==> src/rtl/ccm_pkg.sv <==
// Package of register map, field layout, codes and carrier types for the capture/compare control
package ccm_pkg;
   // Register byte offsets
   localparam logic [7:0] CCM_OFS_CON1L = 8'h00;
   localparam logic [7:0] CCM_OFS_CON1H = 8'h04;
   localparam logic [7:0] CCM_OFS_CON2L = 8'h08;
   localparam logic [7:0] CCM_OFS_CON3H = 8'h0C;
   localparam logic [7:0] CCM_OFS_STAT  = 8'h10;
   // Reset values
   localparam logic [15:0] CCM_RST_REG  = 16'h0000;
   // Control one low fields
   localparam int CCM_B_ON    = 15;
   localparam int CCM_B_WIDE  = 5;
   localparam int CCM_B_CAPT  = 4;
   localparam int CCM_B_MODE  = 0;
   // Control one high fields
   localparam int CCM_B_PSSRC = 15;
   localparam int CCM_B_RTRG  = 14;
   localparam int CCM_B_OPS   = 8;
   localparam int CCM_B_TRIG  = 7;
   localparam int CCM_B_SHOT  = 6;
   localparam int CCM_B_ALT   = 5;
   localparam int CCM_B_SYNC  = 0;
   // Control two low fields
   localparam int CCM_B_RSEN  = 15;
   localparam int CCM_B_DEFER = 14;
   localparam int CCM_B_SOFT  = 12;
   localparam int CCM_B_SDEN  = 0;
   // Control three high and status fields
   localparam int CCM_B_OSC   = 12;
   localparam int CCM_B_CSRC  = 0;
   localparam int CCM_B_FLAG  = 0;
   localparam int CCM_B_RUN   = 1;
   localparam int CCM_B_COND  = 2;
   // Mode codes
   localparam logic [3:0] CCM_M_0000 = 4'h0;
   localparam logic [3:0] CCM_M_HIGH = 4'h1;
   localparam logic [3:0] CCM_M_LOW  = 4'h2;
   localparam logic [3:0] CCM_M_TGL  = 4'h3;
   localparam logic [3:0] CCM_M_DUAL = 4'h4;
   localparam logic [3:0] CCM_M_DBUF = 4'h5;
   localparam logic [3:0] CCM_M_CTR  = 4'h6;
   localparam logic [3:0] CCM_M_VFP  = 4'h7;
   localparam logic [3:0] CCM_M_EXT  = 4'hF;
   // Capture prescale counts
   localparam logic [3:0] CCM_CAP_N4  = 4'h3;
   localparam logic [3:0] CCM_CAP_N16 = 4'hF;
   // Sync source select codes
   localparam logic [4:0] CCM_S_NONE  = 5'h1F;
   localparam logic [4:0] CCM_S_CHG   = 5'h1C;
   localparam logic [4:0] CCM_S_ADC   = 5'h1B;
   localparam logic [4:0] CCM_S_CMP1  = 5'h18;
   localparam logic [4:0] CCM_S_CELL1 = 5'h10;
   localparam logic [4:0] CCM_S_INT0  = 5'h09;
   localparam logic [4:0] CCM_S_MOD1  = 5'h02;
   localparam logic [4:0] CCM_S_OWN   = 5'h01;
   localparam logic [4:0] CCM_S_TMR   = 5'h00;
   // External inputs, all asynchronous to the module clock
   typedef struct packed {
      logic       fault_input_b;
      logic       fault_input_a;
      logic       sd_cell;
      logic [2:0] cmp;
      logic [1:0] cell_out;
      logic [2:0] int_pad;
      logic [3:0] mod_sync;
      logic       charge_time_trigger;
      logic       adc_start;
      logic       cap_pin;
   } ccm_ext_t;
   // Decoded operating mode
   typedef struct packed {
      logic       capture;
      logic       wide;
      logic       timer_only;
      logic       out_enable;
      logic [1:0] edge_act;
      logic       dual_edge;
      logic       buffered;
      logic       center;
      logic       var_freq;
      logic       ext_input;
      logic       reserved;
   } ccm_mode_t;
   // Time base run states
   typedef enum logic [1:0] {TB_OFF, TB_ARMED, TB_RUN} ccm_tb_t;
endpackage : ccm_pkg

==> src/rtl/ccm_core.sv <==
// Capture/compare mode decode, triggering, sync select, postscaler and auto-shutdown
//
// The placing of the registers and the address-and-strobe port were decided locally.
`timescale 1ns/100ps
module ccm_core
   import ccm_pkg::*;
#(
   parameter bit MULTI_OUTPUT = 1'b1, // Centre-aligned mode present
   parameter bit SD_CELL_EN   = 1'b1  // Logic cell shutdown source wired
) (
   // Clock and reset
   input  wire logic        i_mclk,
   input  wire logic        i_rst,
   // Register port
   input  wire logic [7:0]  i_addr,
   input  wire logic [15:0] i_wdata,
   input  wire logic        i_wr,
   input  wire logic        i_rd,
   output logic      [15:0] o_rdata,
   // Asynchronous trigger, shutdown and capture sources
   input  wire ccm_ext_t    i_ext,
   // Same-clock time base and alternate sync signals
   input  wire logic        i_tb_rollover,
   input  wire logic        i_alt_sync,
   // Mode and control outputs
   output ccm_mode_t        o_mode,
   output logic             o_tb_run,
   output logic             o_tb_restart,
   output logic             o_sync_out,
   output logic             o_free_run,
   output logic             o_irq,
   output logic             o_shutdown,
   output logic             o_cap_event,
   output logic             o_ext_input
);
   // Register storage
   logic [15:0] con1l_reg;    // Enable, width, capture select, mode
   logic [15:0] con1h_reg;    // Postscaler, trigger, sync select
   logic [15:0] con2l_reg;    // Shutdown control
   logic [15:0] con3h_reg;    // One-shot extend count, capture source
   logic        flag_reg;     // Shutdown event flag
   ccm_ext_t    ext_s;        // Synchronised external inputs

   // Field views
   wire         f_on    = con1l_reg[CCM_B_ON];
   wire         f_capt  = con1l_reg[CCM_B_CAPT];
   wire [3:0]   f_mode  = con1l_reg[CCM_B_MODE +: 4];
   wire         f_pssrc = con1h_reg[CCM_B_PSSRC];
   wire         f_rtrg  = con1h_reg[CCM_B_RTRG];
   wire [3:0]   f_ops   = con1h_reg[CCM_B_OPS +: 4];
   wire         f_trig  = con1h_reg[CCM_B_TRIG];
   wire         f_shot  = con1h_reg[CCM_B_SHOT];
   wire         f_alt   = con1h_reg[CCM_B_ALT];
   wire [4:0]   f_sync  = con1h_reg[CCM_B_SYNC +: 5];
   wire         f_rsen  = con2l_reg[CCM_B_RSEN];
   wire         f_defer = con2l_reg[CCM_B_DEFER];
   wire         f_soft  = con2l_reg[CCM_B_SOFT];
   wire [7:0]   f_sden  = con2l_reg[CCM_B_SDEN +: 8];
   wire [2:0]   f_osc   = con3h_reg[CCM_B_OSC +: 3];
   wire [2:0]   f_csrc  = con3h_reg[CCM_B_CSRC +: 3];

   // Every pin-side source passes two flops before use
   ccm_sync2 #(.WIDTH($bits(ccm_ext_t))) u_sync (
      .i_mclk  (i_mclk),
      .i_rst   (i_rst),
      .i_async (i_ext),
      .o_sync  (ext_s)
   );

   // Register decode
   wire sel_1l = (i_addr == CCM_OFS_CON1L);
   wire sel_1h = (i_addr == CCM_OFS_CON1H);
   wire sel_2l = (i_addr == CCM_OFS_CON2L);
   wire sel_3h = (i_addr == CCM_OFS_CON3H);
   wire sel_st = (i_addr == CCM_OFS_STAT);
   // Writable masks keep unimplemented bits at zero
   wire [15:0] wm_1l = 16'h803F;
   wire [15:0] wm_1h = 16'hCFFF;
   wire [15:0] wm_2l = 16'hD0FF;
   wire [15:0] wm_3h = 16'h7007;

   // Control register writes
   always_ff @(posedge i_mclk) begin
      if (i_rst) begin
         con1l_reg <= CCM_RST_REG;
         con1h_reg <= CCM_RST_REG;
         con2l_reg <= CCM_RST_REG;
         con3h_reg <= CCM_RST_REG;
      end else if (i_wr) begin
         if (sel_1l) con1l_reg <= i_wdata & wm_1l;
         if (sel_1h) con1h_reg <= i_wdata & wm_1h;
         if (sel_2l) con2l_reg <= i_wdata & wm_2l;
         if (sel_3h) con3h_reg <= i_wdata & wm_3h;
      end
   end

   // Mode decode, compare side
   wire cmp_on   = f_on & ~f_capt;
   wire m_timer  = cmp_on & (f_mode == CCM_M_0000);
   wire m_single = cmp_on & (f_mode inside {CCM_M_HIGH, CCM_M_LOW, CCM_M_TGL});
   wire m_dual   = cmp_on & (f_mode inside {CCM_M_DUAL, CCM_M_DBUF});
   wire m_ctr    = cmp_on & (f_mode == CCM_M_CTR) & MULTI_OUTPUT;
   wire m_vfp    = cmp_on & (f_mode == CCM_M_VFP);
   wire m_ext    = cmp_on & (f_mode == CCM_M_EXT);
   // Mode decode, capture side
   wire cap_on   = f_on & f_capt;
   wire c_both   = cap_on & (f_mode inside {CCM_M_0000, CCM_M_TGL});
   wire c_rise   = cap_on & (f_mode == CCM_M_HIGH);
   wire c_fall   = cap_on & (f_mode == CCM_M_LOW);
   wire c_r4     = cap_on & (f_mode == CCM_M_DUAL);
   wire c_r16    = cap_on & (f_mode == CCM_M_DBUF);
   // Anything left over while enabled is reserved, centre mode included when absent
   wire m_resv   = f_on & ~(m_timer | m_single | m_dual | m_ctr | m_vfp | m_ext
                            | c_both | c_rise | c_fall | c_r4 | c_r16);
   ccm_mode_t mode_next;
   always_comb begin
      mode_next            = '0;
      mode_next.capture    = cap_on;
      mode_next.wide       = con1l_reg[CCM_B_WIDE];
      mode_next.timer_only = m_timer;
      mode_next.out_enable = m_single | m_dual | m_ctr | m_vfp;
      mode_next.edge_act   = m_single ? f_mode[1:0] : 2'h0;
      mode_next.dual_edge  = m_dual;
      mode_next.buffered   = m_dual & f_mode[0] | m_ctr;
      mode_next.center     = m_ctr;
      mode_next.var_freq   = m_vfp;
      mode_next.ext_input  = m_ext;
      mode_next.reserved   = m_resv;
   end

   // Capture and external source select; codes six and seven read low
   wire [7:0] csrc_vec = {2'h0, ext_s.cell_out, ext_s.cmp, ext_s.cap_pin};
   wire       csrc_lvl = csrc_vec[f_csrc];
   logic      csrc_d_reg;                                        // Previous level, edge detect

   // Sync source vector; reserved codes stay low
   logic      sync_out_reg;
   logic [31:0] sync_vec;
   always_comb begin
      sync_vec                   = '0;
      sync_vec[CCM_S_CHG]        = ext_s.charge_time_trigger;
      sync_vec[CCM_S_ADC]        = ext_s.adc_start;
      sync_vec[CCM_S_CMP1 +: 3]  = ext_s.cmp;
      sync_vec[CCM_S_CELL1 +: 2] = ext_s.cell_out;
      sync_vec[CCM_S_INT0 +: 3]  = ext_s.int_pad;
      sync_vec[CCM_S_MOD1 +: 4]  = ext_s.mod_sync;
      sync_vec[CCM_S_OWN]        = sync_out_reg;
      sync_vec[CCM_S_TMR]        = i_tb_rollover;
   end
   wire  no_sync  = (f_sync == CCM_S_NONE);
   wire  sync_lvl = ~no_sync & sync_vec[f_sync];
   logic sync_d_reg;
   wire  trig_evt = f_on & sync_lvl & ~sync_d_reg;              // Rising edge of chosen source

   // Time base control
   ccm_tb_t tb_reg;
   ccm_tb_t tb_next;
   logic [2:0] shot_reg;                                        // Periods done in one-shot
   logic [2:0] shot_next;
   logic       restart_next;
   wire        shot_end = f_shot & i_tb_rollover & (shot_reg == f_osc);
   always_comb begin
      tb_next      = tb_reg;
      shot_next    = shot_reg;
      restart_next = 1'b0;
      unique case (tb_reg)
         TB_OFF: begin
            if (f_on) tb_next = f_trig ? TB_ARMED : TB_RUN;
         end
         TB_ARMED: begin
            if (trig_evt) begin
               tb_next      = TB_RUN;
               restart_next = 1'b1;
               shot_next    = 3'h0;
            end
         end
         TB_RUN: begin
            if (f_trig && f_rtrg && trig_evt) begin
               restart_next = 1'b1;
               shot_next    = 3'h0;
            end else if (!f_trig && trig_evt) begin
               restart_next = 1'b1;                             // Plain sync reset
            end else if (f_trig && shot_end) begin
               tb_next      = TB_ARMED;
            end else if (i_tb_rollover && shot_reg != f_osc) begin
               shot_next    = shot_reg + 3'h1;
            end
            if (!f_trig && tb_next == TB_RUN && f_on) tb_next = TB_RUN;
         end
      endcase
      if (!f_on) tb_next = TB_OFF;
      else if (!f_trig && tb_reg == TB_ARMED) tb_next = TB_RUN;
      else if (f_trig && tb_reg == TB_RUN && !f_shot && !restart_next) tb_next = TB_RUN;
   end
   wire trig_accept = restart_next & f_trig;                    // Module trigger output event

   // Shutdown condition and flag
   wire [7:0] sd_src = {ext_s.fault_input_b, ext_s.fault_input_a,
                        ext_s.sd_cell & SD_CELL_EN, 2'h0, ext_s.cmp};
   wire sd_cond  = |(sd_src & f_sden) | f_soft;
   wire sd_set   = f_on & sd_cond & (~f_defer | i_tb_rollover);
   wire sd_auto  = f_rsen & ~sd_cond & i_tb_rollover;
   wire sd_swclr = i_wr & sel_st & ~i_wdata[CCM_B_FLAG];
   wire flag_next = sd_set | (flag_reg & ~sd_auto & ~sd_swclr); // Set wins over clear

   // Capture edge and prescale
   logic [3:0] cap_cnt_reg;
   wire rise = csrc_lvl & ~csrc_d_reg;
   wire fall = ~csrc_lvl & csrc_d_reg;
   wire cap_gate = ~flag_reg;                                   // Shutdown gates capture
   wire [3:0] cap_top = c_r16 ? CCM_CAP_N16 : CCM_CAP_N4;
   wire cap_pre  = (c_r4 | c_r16) & rise;
   wire cap_hit  = cap_pre & (cap_cnt_reg == cap_top);
   wire cap_next = cap_gate & (c_both & (rise | fall) | c_rise & rise
                                | c_fall & fall | cap_hit);

   // Postscaler
   logic [3:0] ps_reg;
   wire ps_evt = cap_on ? cap_next
               : (f_pssrc ? trig_accept : i_tb_rollover);
   wire ps_hit = f_on & ps_evt & (ps_reg == f_ops);

   // Sync output source
   wire sync_next = f_alt ? i_alt_sync : i_tb_rollover;

   // Event and state flops
   always_ff @(posedge i_mclk) begin
      if (i_rst) begin
         tb_reg       <= TB_OFF;
         shot_reg     <= 3'h0;
         flag_reg     <= 1'b0;
         sync_d_reg   <= 1'b0;
         csrc_d_reg   <= 1'b0;
         cap_cnt_reg  <= 4'h0;
         ps_reg       <= 4'h0;
         sync_out_reg <= 1'b0;
      end else begin
         tb_reg       <= tb_next;
         shot_reg     <= shot_next;
         flag_reg     <= flag_next;
         sync_d_reg   <= sync_lvl;
         csrc_d_reg   <= csrc_lvl;
         sync_out_reg <= f_on & sync_next;
         // Capture prescale restarts when off or at its count
         if (!(c_r4 | c_r16) || cap_hit) cap_cnt_reg <= 4'h0;
         else if (cap_pre) cap_cnt_reg <= cap_cnt_reg + 4'h1;
         // Postscaler wraps at its match
         if (!f_on || ps_hit) ps_reg <= 4'h0;
         else if (ps_evt) ps_reg <= ps_reg + 4'h1;
      end
   end

   // Registered outputs
   always_ff @(posedge i_mclk) begin
      if (i_rst) begin
         o_mode       <= '0;
         o_tb_run     <= 1'b0;
         o_tb_restart <= 1'b0;
         o_free_run   <= 1'b0;
         o_irq        <= 1'b0;
         o_shutdown   <= 1'b0;
         o_cap_event  <= 1'b0;
         o_ext_input  <= 1'b0;
      end else begin
         o_mode       <= mode_next;
         o_tb_run     <= (tb_next == TB_RUN);
         o_tb_restart <= restart_next;
         o_free_run   <= f_on & no_sync;
         o_irq        <= ps_hit;
         o_shutdown   <= flag_next;
         o_cap_event  <= cap_next;
         o_ext_input  <= m_ext & csrc_lvl;
      end
   end
   assign o_sync_out = sync_out_reg;

   // Read data, one cycle after the strobe; unmapped reads return zero
   wire [15:0] stat_w = {13'h0, sd_cond, (tb_reg == TB_RUN), flag_reg};
   wire [15:0] rd_mux = sel_1l ? con1l_reg : sel_1h ? con1h_reg : sel_2l ? con2l_reg
                      : sel_3h ? con3h_reg : sel_st ? stat_w : 16'h0000;
   always_ff @(posedge i_mclk) begin
      if (i_rst) o_rdata <= 16'h0000;
      else o_rdata <= i_rd ? rd_mux : 16'h0000;
   end
endmodule : ccm_core

==> src/rtl/ccm_sync2.sv <==
// Two-stage synchroniser for a vector of asynchronous levels
`timescale 1ns/100ps
module ccm_sync2 #(
   parameter int WIDTH = 1
) (
   // Clock and reset
   input  wire logic             i_mclk,
   input  wire logic             i_rst,
   // Asynchronous levels in, synchronised levels out
   input  wire logic [WIDTH-1:0] i_async,
   output logic      [WIDTH-1:0] o_sync
);
   logic [WIDTH-1:0] meta_reg; // First stage, read only by second stage

   // One pair of flops per bit
   genvar g;
   generate
      for (g = 0; g < WIDTH; g++) begin : g_bit
         always_ff @(posedge i_mclk) begin
            if (i_rst) begin
               meta_reg[g] <= 1'b0;
               o_sync[g]   <= 1'b0;
            end else begin
               meta_reg[g] <= i_async[g];
               o_sync[g]   <= meta_reg[g];
            end
         end
      end
   endgenerate
endmodule : ccm_sync2
==> config.mk <==
export PLATFORM = sky130hd
export DESIGN_NAME = ccm_core
export DESIGN_NICKNAME = d
export VERILOG_FILES = /design/src/rtl/ccm_pkg.sv /design/src/rtl/ccm_core.sv /design/src/rtl/ccm_sync2.sv
export SDC_FILE = /design/constraint.sdc
export NUM_CORES = 1
export LEC_CHECK = 0
export BUFFER_PORTS_ARGS = -buffer_cell sky130_fd_sc_hd__buf_4
export CAP_MARGIN = 20
export CORE_AREA = 8 8 111 113
export DETAILED_ROUTE_END_ITERATION = 6
export DIE_AREA = 0 0 119 121
export HOLD_SLACK_MARGIN = 0.15
export PLACE_DENSITY = 0.7
export SLEW_MARGIN = 20
export SYNTH_ARGS = -nofsm -noshare
export SYNTH_HDL_FRONTEND = slang
export SYNTH_SLANG_ARGS = --single-unit
==> constraint.sdc <==
create_clock -name i_mclk -period 6.3 [get_ports i_mclk]
set_input_delay 1.26 -clock i_mclk [delete_from_list [all_inputs] [get_ports i_mclk]]
set_output_delay 1.26 -clock i_mclk [all_outputs]
set_load 0.01 [all_outputs]
Word level (Yosys, flattened, before mapping) --
Cells that the tools add are included.
Storage, ports and cells: register bits after elaboration 125, bits in latches 0, bits in writable memories 0, ROM bits 0, input port bits 48, logic and storage cells 250, memories 0
Operators by class: add/subtract/negate cells 3, $mul 0, div/mod/pow operators 0, magnitude comparators 2, equality and inequality tests 25, shifts and indexed selects 0, multiplexer cells 34, bitwise logic cells 79, reductions and logical operators 38
Operator list (number):
- two-way mux 16 bit | 3
- bitwise AND 1 bit | 42
- bitwise OR 1 bit | 22
- two-way mux 2 bit | 10
- two-way mux 3 bit | 6
- == test 4 x 3 -> 1 bit (second input constant) | 4
- == test 8 x 4 -> 1 bit (second input constant) | 2
- two-way mux 15 bit | 1
- inverter 1 bit | 14
- logical AND 1 bit | 11
- adder 4 x 1 -> 4 bit (second input constant) | 2
- bitwise AND 8 bit | 1
- == test 4 x 2 -> 1 bit (second input constant) | 2
- == test 4 bit | 2
- == test 8 x 3 -> 1 bit (second input constant) | 1
- == test 8 x 5 -> 1 bit (second input constant) | 1
- zero test 8 bit | 1
- two-way mux 1 bit | 8
- AND reduction 2 bit | 4
- OR reduction 2 bit | 4
- OR reduction 8 bit | 1
- == test 2 bit (second input constant) | 3
- < comparator 5 x 6 -> 1 bit (second input constant) | 1
- != test 3 bit (second input constant) | 2
- other kinds (26) | 33

Depth between registers and ports, before layout --
Gate-level depths: netlist (run 1).
depth in word-level cells 18, depth in mapped cells 13, depth with buffers taken out 12

Cells and area by module --
Synthesis (run 1) repeated with hierarchy kept, for this count alone.
Second synthesis, totals: cell total of the unflattened synthesis 550, area total of the unflattened synthesis 5039.8 sq um
Modules (own cells, without submodules):
- ccm_core | times used 1, cells an instance 475, area each 4045.1 sq um, seq. area each 1781.7 sq um
- ccm_sync2 | times used 1, cells an instance 75, area each 994.7 sq um, seq. area each 720.7 sq um

Least setup slack after synthesis (run 1) --
Ideal clock, no wire load.
path type input to register, from in i_tb_rollover, to reg ps_reg[0], data arrival time 2677 ps, required time 6228 ps, path slack 3551 ps, stages 8, cell sequence mux2i_1 -> o22ai_1 -> or3_4 -> and3_1 -> a221oi_2 -> or2_1 -> buf_4 -> mux2i_1
On the way: longest elaborated chain between the ends 16
Ends and longest elaborated chain:
- start: declaration | RTL line ccm_core.sv:23 | input wire logic i_tb_rollover,
- binary-select mux 1 bit (select 5 bit) | RTL line ccm_core.sv:151 | wire sync_lvl = ~no_sync & sync_vec[f_sync];
- two-way mux 1 bit (not written as such) | RTL line ccm_core.sv:151
- bitwise AND 1 bit | RTL line ccm_core.sv:151
- bitwise AND 1 bit (2 in a row) | RTL line ccm_core.sv:153 | wire trig_evt = f_on & sync_lvl & ~sync_d_reg;
- logical AND 1 bit | RTL line ccm_core.sv:181 | end else if (!f_trig && trig_evt) begin
- two-way mux 1 bit | RTL line ccm_core.sv:181
- two-way mux 1 bit | RTL line ccm_core.sv:178 | if (f_trig && f_rtrg && trig_evt) begin
- one-hot mux 1 bit (2 select lines) | RTL line ccm_core.sv:166 | unique case (tb_reg)
- bitwise AND 1 bit | RTL line ccm_core.sv:195 | wire trig_accept = restart_next & f_trig;
- two-way mux 1 bit * | RTL line ccm_core.sv:220 | : (f_pssrc ? trig_accept : i_tb_rollover);
- two-way mux 1 bit * | RTL line ccm_core.sv:219 | wire ps_evt = cap_on ? cap_next
- bitwise AND 1 bit (2 in a row) | RTL line ccm_core.sv:221 | wire ps_hit = f_on & ps_evt & (ps_reg == f_ops);
- logical OR 1 bit | RTL line ccm_core.sv:248 | if (!f_on || ps_hit) ps_reg <= 4'h0;
- OR reduction 2 bit (no line)
- end signal: assignment | RTL line ccm_core.sv:249 | else if (ps_evt) ps_reg <= ps_reg + 4'h1;
- end: declaration | RTL line ccm_core.sv:218 | logic [3:0] ps_reg;
Mark *: on every way between the ends. The rest lies on a longest branch, timed or not. The select of a mux whose other input is x is not followed. A chain may end at the register's enable or synchronous reset.

Final worst setup path (run 1) --
from reg con3h_reg[0], to reg o_irq
On the way: longest elaborated chain between the ends 13
Ends and longest elaborated chain:
- start: declaration | RTL line ccm_core.sv:40 | logic [15:0] con3h_reg;
- start signal: assignment | RTL line ccm_core.sv:93 | if (sel_3h) con3h_reg <= i_wdata & wm_3h;
- binary-select mux 1 bit (select 3 bit) * | RTL line ccm_core.sv:133 | wire csrc_lvl = csrc_vec[f_csrc];
- two-way mux 1 bit (not written as such) * | RTL line ccm_core.sv:133
- inverter 1 bit | RTL line ccm_core.sv:209 | wire fall = ~csrc_lvl & csrc_d_reg;
- bitwise AND 1 bit | RTL line ccm_core.sv:209
- bitwise OR 1 bit | RTL line ccm_core.sv:214 | wire cap_next = cap_gate & (c_both & (rise | fall) | c_rise & rise
- bitwise AND 1 bit | RTL line ccm_core.sv:214
- bitwise OR 1 bit | RTL line ccm_core.sv:214
- bitwise OR 1 bit | RTL line ccm_core.sv:215 | | c_fall & fall | cap_hit);
- bitwise OR 1 bit * | RTL line ccm_core.sv:215
- bitwise AND 1 bit * | RTL line ccm_core.sv:214
- two-way mux 1 bit * | RTL line ccm_core.sv:219
- bitwise AND 1 bit * (2 in a row) | RTL line ccm_core.sv:221
- end signal: assignment | RTL line ccm_core.sv:269 | o_irq <= ps_hit;
- end: declaration | RTL line ccm_core.sv:31 | output logic o_irq,
Marked as above.

==> results of run 1 <==
[synth_stat cells (all sizes together), types with 2 or more instances]
cell type / count / area share
dfxtp: 125 / 0.50
nand2: 68 / 0.051
a21oi: 49 / 0.049
nor2b: 46 / 0.057
nor2: 35 / 0.026
nand3: 32 / 0.033
clkbuf: 31 / 0.023
mux2i: 17 / 0.034
nor3: 11 / 0.011
and2: 9 / 0.011
o21ai: 9 / 0.0090
and3: 8 / 0.0099
inv: 8 / 0.0060
xor2: 8 / 0.014
a22oi: 7 / 0.010
ha: 7 / 0.017
buf: 6 / 0.0080
nand2b: 6 / 0.0075
nand4: 6 / 0.0075
or3: 6 / 0.0085
nor3b: 5 / 0.0075
nor4: 5 / 0.0092
a222oi: 4 / 0.0080
mux2: 4 / 0.0097
nand3b: 3 / 0.0045
or2: 3 / 0.0037
xnor2: 3 / 0.0052
a21o: 2 / 0.0030
a31oi: 2 / 0.0025
a32oi: 2 / 0.0035
mux4: 2 / 0.0090
nor4b: 2 / 0.0035
o21a: 2 / 0.0030
o22ai: 2 / 0.0025
o311ai: 2 / 0.0035
o31ai: 2 / 0.0030
[routing by layer]
layer  vias up  routed length [um]  GRT usage
met5         -                   0          0
met4         0                 371      0.106
met3        32                 938     0.0568
met2       163                6000      0.283
met1      1967                5530      0.216
li1       2053                   -          -
[critical path, delay by kind of cell, from the launching register on]
family	cells	cell delay, ns
multiplexers	2	0.96
adder cells (fa/ha/maj)	1	0.33
AO/OA/AOI/OAI	2	0.49
AND/OR/NAND/NOR	5	0.98
flip-flops	1	0.42
[kinds of logic (layout without fill, tap and decap cells)]
family / count (synthesis) / in the layout / share of synthesized area
flops: 125 / 125 / 0.497
simple gates: 249 / 249 / 0.258
buf+inv: 45 / 124 / 0.0371
compound gates: 94 / 94 / 0.119
mux: 23 / 23 / 0.0525
xor+xnor: 11 / 11 / 0.0192
fa+ha+maj: 7 / 7 / 0.0174
[how the worst max path moves through the flow]
| stage | slack, ns | to |
|---|---|---|
| final | 3.02 | o_irq$_SDFF_PP0_ |
| after global routing | 2.86 | o_irq$_SDFF_PP0_ |
| after CTS | 3.03 | o_irq$_SDFF_PP0_ |
| after detailed placement | 2.82 | con1h_reg[9]$_SDFFE_PP0P_ |
| after global placement | 2.91 | con1h_reg[10]$_SDFFE_PP0P_ |
| after floorplan | 3.55 | ps_reg[0]$_SDFFE_PP0P_ |
[area by class of cell]
class,instances,area (um^2)
well taps,140,175
flip-flops and latches,125,2500
clock inverters,10,161
multi-input cells,384,2340
fillers,876,4290
clock buffers,21,459
inverters,8,30.0
repair buffers,85,638
[report_power, final]
group / total, mW / switching [mW] / internal (mW)
registers: 0.806 / 0.00382 / 0.803
clock network: 1.01 / 0.340 / 0.671
logic: 0.0617 / 0.0310 / 0.0307
[layout by cell type, fill, tap and decap left out, types with 3 or more instances in the layout]
| master | instances |
|---|---|
| sky130_fd_sc_hd__a21oi_1 | 49 |
| sky130_fd_sc_hd__a222oi_1 | 4 |
| sky130_fd_sc_hd__a22oi_1 | 7 |
| sky130_fd_sc_hd__and2_1 | 9 |
| sky130_fd_sc_hd__and3_1 | 8 |
| sky130_fd_sc_hd__buf_4 | 85 |
| sky130_fd_sc_hd__bufinv_16 | 4 |
| sky130_fd_sc_hd__clkbuf_16 | 16 |
| sky130_fd_sc_hd__clkbuf_8 | 4 |
| sky130_fd_sc_hd__clkinvlp_4 | 3 |
| sky130_fd_sc_hd__dfxtp_1 | 125 |
| sky130_fd_sc_hd__ha_1 | 7 |
| sky130_fd_sc_hd__inv_1 | 8 |
| sky130_fd_sc_hd__mux2_2 | 3 |
| sky130_fd_sc_hd__mux2i_1 | 17 |
| sky130_fd_sc_hd__nand2_1 | 68 |
| sky130_fd_sc_hd__nand2b_1 | 6 |
| sky130_fd_sc_hd__nand3_1 | 31 |
| sky130_fd_sc_hd__nand3b_1 | 3 |
| sky130_fd_sc_hd__nand4_1 | 6 |
| sky130_fd_sc_hd__nor2_1 | 35 |
| sky130_fd_sc_hd__nor2b_1 | 46 |
| sky130_fd_sc_hd__nor3_1 | 11 |
| sky130_fd_sc_hd__nor3b_1 | 5 |
| sky130_fd_sc_hd__nor4_1 | 4 |
| sky130_fd_sc_hd__o21ai_0 | 4 |
| sky130_fd_sc_hd__o21ai_1 | 5 |
| sky130_fd_sc_hd__or3_1 | 5 |
| sky130_fd_sc_hd__xnor2_1 | 3 |
| sky130_fd_sc_hd__xor2_1 | 8 |
==> metrics.txt, run 1 <==
wire length per cell after detailed routing 16.6 um; synthesized area 5030 um^2; CTS tree done; root buffer selected by CTS sky130_fd_sc_hd__clkbuf_8; initial standard-cell utilization of the core 0.475; nets in the synthesized netlist 609; flops & latches, synth 125; layout cell share with drive strength beyond 1 0.202; Area Overhead vs Synth 25.4%; total instance count after detailed placement 742; share of flip-flops with an asynchronous set or reset 0; unrepaired setup endpoints after global routing false; Relative slew margins 0.418; critical path arrival between 3 and 4 ns; detail-routed via count per cell 5.45; Worst setup SP type flop; startpoint of the most critical hold path u_sync.meta_reg[14]$_SDFF_PP0_; finished layout cell area 6310 um^2; DP Wirelength slightly above 9000 um; FF-to-FF path depth 10; Pwr per Cell Area 298 nW/um^2; number of search-and-repair iterations in the first detailed-routing pass 5; share of the core filled with cells 0.595; Clock Sinks 125; global-route wire length before repair 20800 um; I/O Buffers 83; peak supply drop 0.000201 V; ratio of final minimum period to clock period 0.521; capture point of the worst reg-to-reg path o_irq$_SDFF_PP0_; cell count after synthesis 554; final WL 12800 um; count of hold buffers inserted by post-cts repair 0; number of distinct standard cells referenced by the synthesized netlist 60; Placer Congestion ~0.86; launching element of the worst setup path con3h_reg[0]$_SDFFE_PP0P_; sequential area share after synthesis 0.497; Min Hold Slack about 0.44 ns; Max Root-Sink Buffers 2; area of the die 14400 um^2; H-Tree Level Count 4; via count of the first global-routing pass 4191; worst min-delay path endpoint u_sync.o_sync[14]$_SDFF_PP0_; Worst Setup Path Type flop to flop; maximum number of pins on one net before global-route repair 91; final instance count without filler cells 773; actual slew at the worst max-slew pin 0.874 ns; crit path cell chain mux4_2 -> mux2i_1 -> ha_1 -> nor2b_1 -> nor3_1 -> o21ai_0 -> a21oi_1 -> nor2_1 -> or2_1 -> nor3b_1; Avg Inst Size Synth 9.08 um^2; DP Area approximately 5700 um^2; top-level port count 84; Post-Place Setup Slack 2.82 ns; Worst path max stage delay 0.54 ns; number of violations reported at the end of detailed-routing iteration 0 398; Post-CTS Repair Setup Buffers 0; final setup fails 0; Clk Latency, worst-skew pair 0.53 ns; run status finished clean; total via count after detailed routing about 4200; floorplan row count 38; reg-to-reg slack, setup 3.02 ns; clock input transition at the sequential cells of the worst setup and hold paths 0.06 ns; final max-slew violation count 0; TritonCTS buffer count 17; final antenna diode count 0; reg2reg start con3h_reg[0]$_SDFFE_PP0P_; remaining number of nets flagged by the antenna check after routing 0; aggregate global-route resource usage 0.181; drc violations 0; Total Power 1.88 mW; largest clock skew in the final design 0.00742 ns; number of enable-type register cells in the synthesized netlist 0; antenna violations before repair 0; clock period minus worst slack roughly 3.3 ns; Critical Path RT 6.74 ns; cell with the largest stage delay on the worst path sky130_fd_sc_hd__mux4_2; Critical Path Fanout Max 5; P_leak between 2 and 2.5 nW; Hold Path Class flop to flop; sum of overflow across all layers after global routing 0; aggregate negative setup slack 0 ns; floorplan die height 121 um; Worst Hold Path Cells 1; Worst Setup Slack, final approximately 3.0 ns; number of warnings reported in the yosys synthesis log 0; die width 119 um; standard cell core area 10600 um^2; Hold Fails Final Rpt 0; Resized Gates After CTS 0; Worst setup EP type flop; final-stage net count 676; maximum clock frequency 0.305 GHz; max capacitance violation total 0; primary flip-flop cell chosen by synthesis mapping sky130_fd_sc_hd__dfxtp_1
No activity file was read; power rests on OpenSTA's default activity.
==> run 2: changes to the inputs <==
clock period = 3.2 ns   (was 6.3 ns; I/O delays follow)
==> metrics.txt, run 2 (synthesized netlist as in run 1, its figures left out) <==
antenna violations before repair 0; P_leak around 2.5 nW; die width between 100 and 150 um; root buffer selected by CTS sky130_fd_sc_hd__clkbuf_8; floorplan die height 121 um; standard cell core area 10600 um^2; reg-to-reg slack, setup 0.19 ns; global-route wire length before repair 20900 um; final max-slew violation count 0; Clk Latency, worst-skew pair between 0.5 and 0.6 ns; aggregate negative setup slack 0 ns; DP Wirelength 9060 um; Pwr per Cell Area 597 nW/um^2; ratio of final minimum period to clock period 0.940; maximum number of pins on one net before global-route repair 71; via count of the first global-routing pass 4191; layout cell share with drive strength beyond 1 0.210; worst min-delay path endpoint u_sync.meta_reg[13]$_SDFF_PP0_; Clock Sinks 125; CTS tree done; leading cell type in the layout, fill and taps excluded sky130_fd_sc_hd__dfxtp_1; clock input transition at the sequential cells of the worst setup and hold paths 0.06 ns; final-stage net count about 680; Hold Path Class input pin to flop; Relative slew margins 0.417; Hold Fails Final Rpt 0; cell with the largest stage delay on the worst path sky130_fd_sc_hd__mux4_2; Total Power about 3.8 mW; commonest cells after routing, fill and taps aside sky130_fd_sc_hd__dfxtp_1, sky130_fd_sc_hd__buf_4, sky130_fd_sc_hd__nand2_1; max capacitance violation total 0; number of search-and-repair iterations in the first detailed-routing pass 5; actual slew at the worst max-slew pin 0.866 ns; drc violations 0; initial standard-cell utilization of the core 0.475; clock period minus worst slack between 3 and 4 ns; Worst Setup Path Type flop to flop; floorplan row count 38; I/O Buffers 83; Max Root-Sink Buffers 2; wire length per cell after detailed routing between 15 and 20 um; aggregate global-route resource usage 0.181; FF-to-FF path depth 10; number of violations reported at the end of detailed-routing iteration 0 between 300 and 400; sum of overflow across all layers after global routing 0; Post-CTS Repair Setup Buffers 0; total via count after detailed routing roughly 4200; peak supply drop 0.000350 V; crit path cell chain mux4_2 -> mux2i_2 -> ha_1 -> nor2b_1 -> nor3_1 -> o21ai_0 -> a21oi_1 -> nor2_1 -> or2_1 -> nor3b_1; reg2reg start con3h_reg[0]$_SDFFE_PP0P_; area of the die 14400 um^2; remaining number of nets flagged by the antenna check after routing 0; Critical Path RT between 3 and 4 ns; critical path arrival 3.42 ns; Critical Path Fanout Max 5; detail-routed via count per cell 5.46; capture point of the worst reg-to-reg path o_irq$_SDFF_PP0_; maximum clock frequency 0.332 GHz; largest clock skew in the final design 0.00969 ns; final WL ~13000 um; TritonCTS buffer count 17; final setup fails 0; Worst path max stage delay 0.53 ns; top-level port count 84; Worst setup EP type flop; Worst Hold Path Cells 2; run status finished clean; startpoint of the most critical hold path i_ext[13]; final antenna diode count 0; H-Tree Level Count 4; Area Overhead vs Synth 26.8%; unrepaired setup endpoints after global routing false; Placer Congestion between 0.8 and 0.9; Worst setup SP type flop
-- run 2: changes by cell type in the layout (fill, tap and decap cells not counted), sizes merged --
| cell | previous run | this run |
|---|---|---|
| buf | 85 | 88 |
| clkbuf | 21 | 20 |
| bufinv | 4 | 5 |
| clkinv | 2 | 3 |
-- run 2: stage by stage --
stage | utilization | instances | setup slack (ns) | hold slack, ns | area (um^2)
2_1_floorplan | - | 554 | 0.596 | 0.414 | 5030
3_3_place_gp | 0.539 | 745 | 0.414 | 0.420 | 5710
3_5_place_dp | 0.539 | 745 | 0.201 | 0.420 | 5710
4_1_cts | 0.601 | 777 | 0.188 | 0.316 | 6370
5_1_grt | 0.601 | 777 | 0.0347 | 0.315 | 6380
6_report | 0.601 | 777 | 0.192 | 0.328 | 6380
-- run 2: power breakdown --
part	internal, mW	switching, mW	total (mW)
registers	1.58	0.00747	1.59
clock network	1.41	0.688	2.10
logic	0.0616	0.0613	0.123
-- run 2: critical path: cells and delay by family, from the launching register on --
kind                     cells  cell delay [ns]
multiplexers                 2             0.80
AO/OA/AOI/OAI                2             0.41
adder cells (fa/ha/maj)      1             0.30
flip-flops                   1             0.41
AND/OR/NAND/NOR              5             0.99
-- run 2: worst max-delay path by stage --
stage                              startpoint          endpoint  depth (start not counted)
floorplan           con3h_reg[0]$_SDFFE_PP0P_  o_irq$_SDFF_PP0_                         11
global placement    con3h_reg[0]$_SDFFE_PP0P_  o_irq$_SDFF_PP0_                         10
detailed placement  con3h_reg[0]$_SDFFE_PP0P_  o_irq$_SDFF_PP0_                         10
CTS                 con3h_reg[0]$_SDFFE_PP0P_  o_irq$_SDFF_PP0_                         10
global route        con3h_reg[0]$_SDFFE_PP0P_  o_irq$_SDFF_PP0_                         10
finish              con3h_reg[0]$_SDFFE_PP0P_  o_irq$_SDFF_PP0_                         10
-- run 2: repair_timing --
action	4_1_cts	5_1_grt
setup endpoints to repair	0	1
endpoints found under the hold margin	0	0
resized for setup	0	1
hold buffers	0	0
-- run 2: area by class of cell --
type | count | area [um^2]
fillers | 884 | 4230
flip-flops and latches | 125 | 2500
multi-input cells | 384 | 2350
repair buffers | 88 | 661
clock buffers | 20 | 455
clock inverters | 12 | 208
well taps | 140 | 175
inverters | 8 | 30.0
-- run 2: routing by layer --
layer	GRT usage	routed length (um)	share of wire
met1	0.220	5670	0.44
met5	0	0	0
met3	0.0586	999	0.077
met4	0.0885	321	0.025
met2	0.286	5910	0.46
==> run 3: changes to the inputs <==
ABC_AREA = 1   (was default)
==> metrics.txt, run 3 <==
Worst path max stage delay 0.41 ns; top-count cell post-synth sky130_fd_sc_hd__dfxtp_1; floorplan die height 121 um; Post-CTS Repair Setup Buffers 0; root buffer selected by CTS sky130_fd_sc_hd__clkbuf_8; primary flip-flop cell chosen by synthesis mapping sky130_fd_sc_hd__dfxtp_1; post-synthesis compound-gate area fraction 0.130; largest clock skew in the final design ~0.0059 ns; Worst setup SP type flop; final max-slew violation count 0; maximum clock frequency 0.386 GHz; Placer Congestion around 0.89; ratio of final minimum period to clock period 0.810; launching element of the worst setup path con3h_reg[0]$_SDFFE_PP0P_; Relative slew margins 0.573; unrepaired setup endpoints after global routing false; TritonCTS buffer count 17; most instantiated cells after synthesis sky130_fd_sc_hd__dfxtp_1, sky130_fd_sc_hd__nor2_1, sky130_fd_sc_hd__inv_1, sky130_fd_sc_hd__nand2_1, sky130_fd_sc_hd__a21oi_1; share of flip-flops with an asynchronous set or reset 0; Net Switching 0.781 mW; top-level port count 84; number of search-and-repair iterations in the first detailed-routing pass 5; aggregate global-route resource usage 0.185; clock input transition at the sequential cells of the worst setup and hold paths 0.06 ns; antenna violations before repair 0; sum of overflow across all layers after global routing 0; global-route wire length before repair about 21000 um; share of synthesized area spent on multiplexers 0; FF-to-FF path depth 13; final WL ~13000 um; dominant combinational cell family by area after synthesis simple AND/OR/NAND/NOR gates; crit path cell chain inv_1 -> o21ai_0 -> nand2_1 -> a32oi_1 -> inv_1 -> ha_1 -> a221oi_1 -> o21ai_1 -> nand2_1 -> nand2_2 -> nand2_1 -> nand2_1 -> a21oi_1; final setup fails 0; Critical Path Most Common Cell sky130_fd_sc_hd__nand2_1; Clock Sinks approximately 130; aggregate negative setup slack 0 ns; peak supply drop 0.000434 V; DP Wirelength 9410 um; Worst setup endpoint ps_reg[2]$_SDFFE_PP0P_; Area Overhead vs Synth 26.1%; area share of the largest cell type after synthesis 0.498; Worst setup EP type flop; arithmetic-cell share of the synthesized area counting full adders, half adders and majority gates 0.0174; final-stage net count 804; Critical Path Fanout Max 6; number of logic stages on the critical path including buffering 13; via count of the first global-routing pass 4423; buffers and inverters on the worst path 2; DP Area 5780 um^2; flops & latches, synth ~130; Avg Inst Size Synth 7.60 um^2; count of hold buffers inserted by post-cts repair 0; P_leak about 2.9 nW; wire length per cell after detailed routing 14.3 um; maximum number of pins on one net before global-route repair 60; clock period minus worst slack between 2 and 3 ns; cell type with the largest total area after synthesis sky130_fd_sc_hd__dfxtp_1; number of distinct standard cells referenced by the synthesized netlist 40; actual slew at the worst max-slew pin 0.640 ns; layout cell share with drive strength beyond 1 0.199; reg2reg start con3h_reg[0]$_SDFFE_PP0P_; I/O Buffers 83; sequential area share after synthesis 0.498; final antenna diode count 0; cell-internal power 2.75 mW; basic-gate share of the synthesized area counting and, or, nand and nor cells 0.241; initial standard-cell utilization of the core 0.474; run status finished clean; cell types occupying the most area after synthesis sky130_fd_sc_hd__dfxtp_1, sky130_fd_sc_hd__nor2_1, sky130_fd_sc_hd__inv_1; net switching fraction of the power 0.222; floorplan row count 38; H-Tree Level Count 4; number of violations reported at the end of detailed-routing iteration 0 438; leading cell type in the layout, fill and taps excluded sky130_fd_sc_hd__dfxtp_1; Resized Gates After CTS 0; drc violations 0; total via count after detailed routing 4561; synthesized area slightly above 5000 um^2; number of warnings reported in the yosys synthesis log 0; Clk Latency, worst-skew pair 0.52 ns; finished layout cell area approximately 6300 um^2; Pwr per Cell Area 556 nW/um^2; Worst Setup Path Type flop to flop; cell count after synthesis 662; nets in the synthesized netlist 717; commonest cells after routing, fill and taps aside sky130_fd_sc_hd__dfxtp_1, sky130_fd_sc_hd__nor2_1, sky130_fd_sc_hd__inv_1; delay-heaviest family, CP compound AO/OA/AOI/OAI gates; die width 119 um; area of the die 14400 um^2; cell with the largest stage delay on the worst path sky130_fd_sc_hd__a32oi_1; critical path arrival around 3.0 ns; power share of the clock group 0.512; Max Root-Sink Buffers 2; reg-to-reg slack, setup 0.61 ns; part of the total power dissipated in sequential elements 0.450; number of enable-type register cells in the synthesized netlist 0; Critical Path RT 3.64 ns; capture point of the worst reg-to-reg path ps_reg[2]$_SDFFE_PP0P_; detail-routed via count per cell approximately 5.1; CTS tree done; Synth Area in XOR/XNOR 0.0139; combinational share of power 0.038; max capacitance violation total 0; remaining number of nets flagged by the antenna check after routing 0; Hold Path Class input pin to flop; standard cell core area 10600 um^2; Hold Fails Final Rpt 0
-- run 3: cell count changes after synthesis, sizes merged, moves of 8 or more --
cell,change
inv,+107
nor2,+88
and2,-8
o21ai,+34
mux2i,-17
clkbuf,-16
nor2b,-46
nand2,+22
-- run 3: power groups by stage --
stage	registers [mW]	clock network (mW)	logic, mW
after floorplan	1.62	0	0.0644
after global placement	1.62	0	0.130
after detailed placement	1.62	0	0.132
after CTS	1.59	1.84	0.133
after global routing	1.59	1.91	0.148
final	1.59	1.80	0.133
-- run 3: layout make-up --
class	count	area, um^2
fill	981	4260
sequential	125	2500
multi-input combinational	404	2020
timing repair buffer	86	646
inverter	115	432
clock buffer	18	418
tap	140	175
clock inverter	14	146
-- run 3: kinds of logic after synthesis --
group,Yosys count
buf+inv,133
compound gates,116
xor+xnor,8
flops,125
simple gates,273
fa+ha+maj,7
-- run 3: metrics by stage --
stage                     std cells  setup slack [ns]  total power, mW  hold slack, ns   util
after global routing            902             0.463             3.65           0.313  0.598
final                           902             0.609             3.53           0.317  0.598
after detailed placement        870             0.692             1.75           0.396  0.545
after floorplan                 662              1.17             1.68           0.388      -
after global placement          870             0.767             1.75           0.391  0.545
after CTS                       902             0.654             3.56           0.295  0.598
-- run 3: worst min-delay path by stage --
stage,from,to,cells past startpoint
final,i_ext[5],u_sync.meta_reg[5]$_SDFF_PP0_,3
after detailed placement,u_sync.meta_reg[0]$_SDFF_PP0_,u_sync.o_sync[0]$_SDFF_PP0_,2
after global routing,i_ext[15],u_sync.meta_reg[15]$_SDFF_PP0_,3
after floorplan,u_sync.meta_reg[0]$_SDFF_PP0_,u_sync.o_sync[0]$_SDFF_PP0_,2
after global placement,u_sync.meta_reg[4]$_SDFF_PP0_,u_sync.o_sync[4]$_SDFF_PP0_,2
after CTS,i_ext[1],u_sync.meta_reg[1]$_SDFF_PP0_,3
-- run 3: worst register-to-register path, delay by kind of cell, from the launching register on --
kind	cells	cell delay (ns)
AO/OA/AOI/OAI	5	1.13
adder cells (fa/ha/maj)	1	0.26
buffers and inverters	2	0.20
flip-flops	1	0.37
AND/OR/NAND/NOR	5	0.57
-- run 3: per-layer routing --
metal / routed length (um) / share of wire / global-route usage
met1: 5780 / 0.45 / 0.220
met2: 6110 / 0.47 / 0.299
met3: 789 / 0.061 / 0.0600
met4: 239 / 0.018 / 0.0838
met5: 0 / 0 / 0
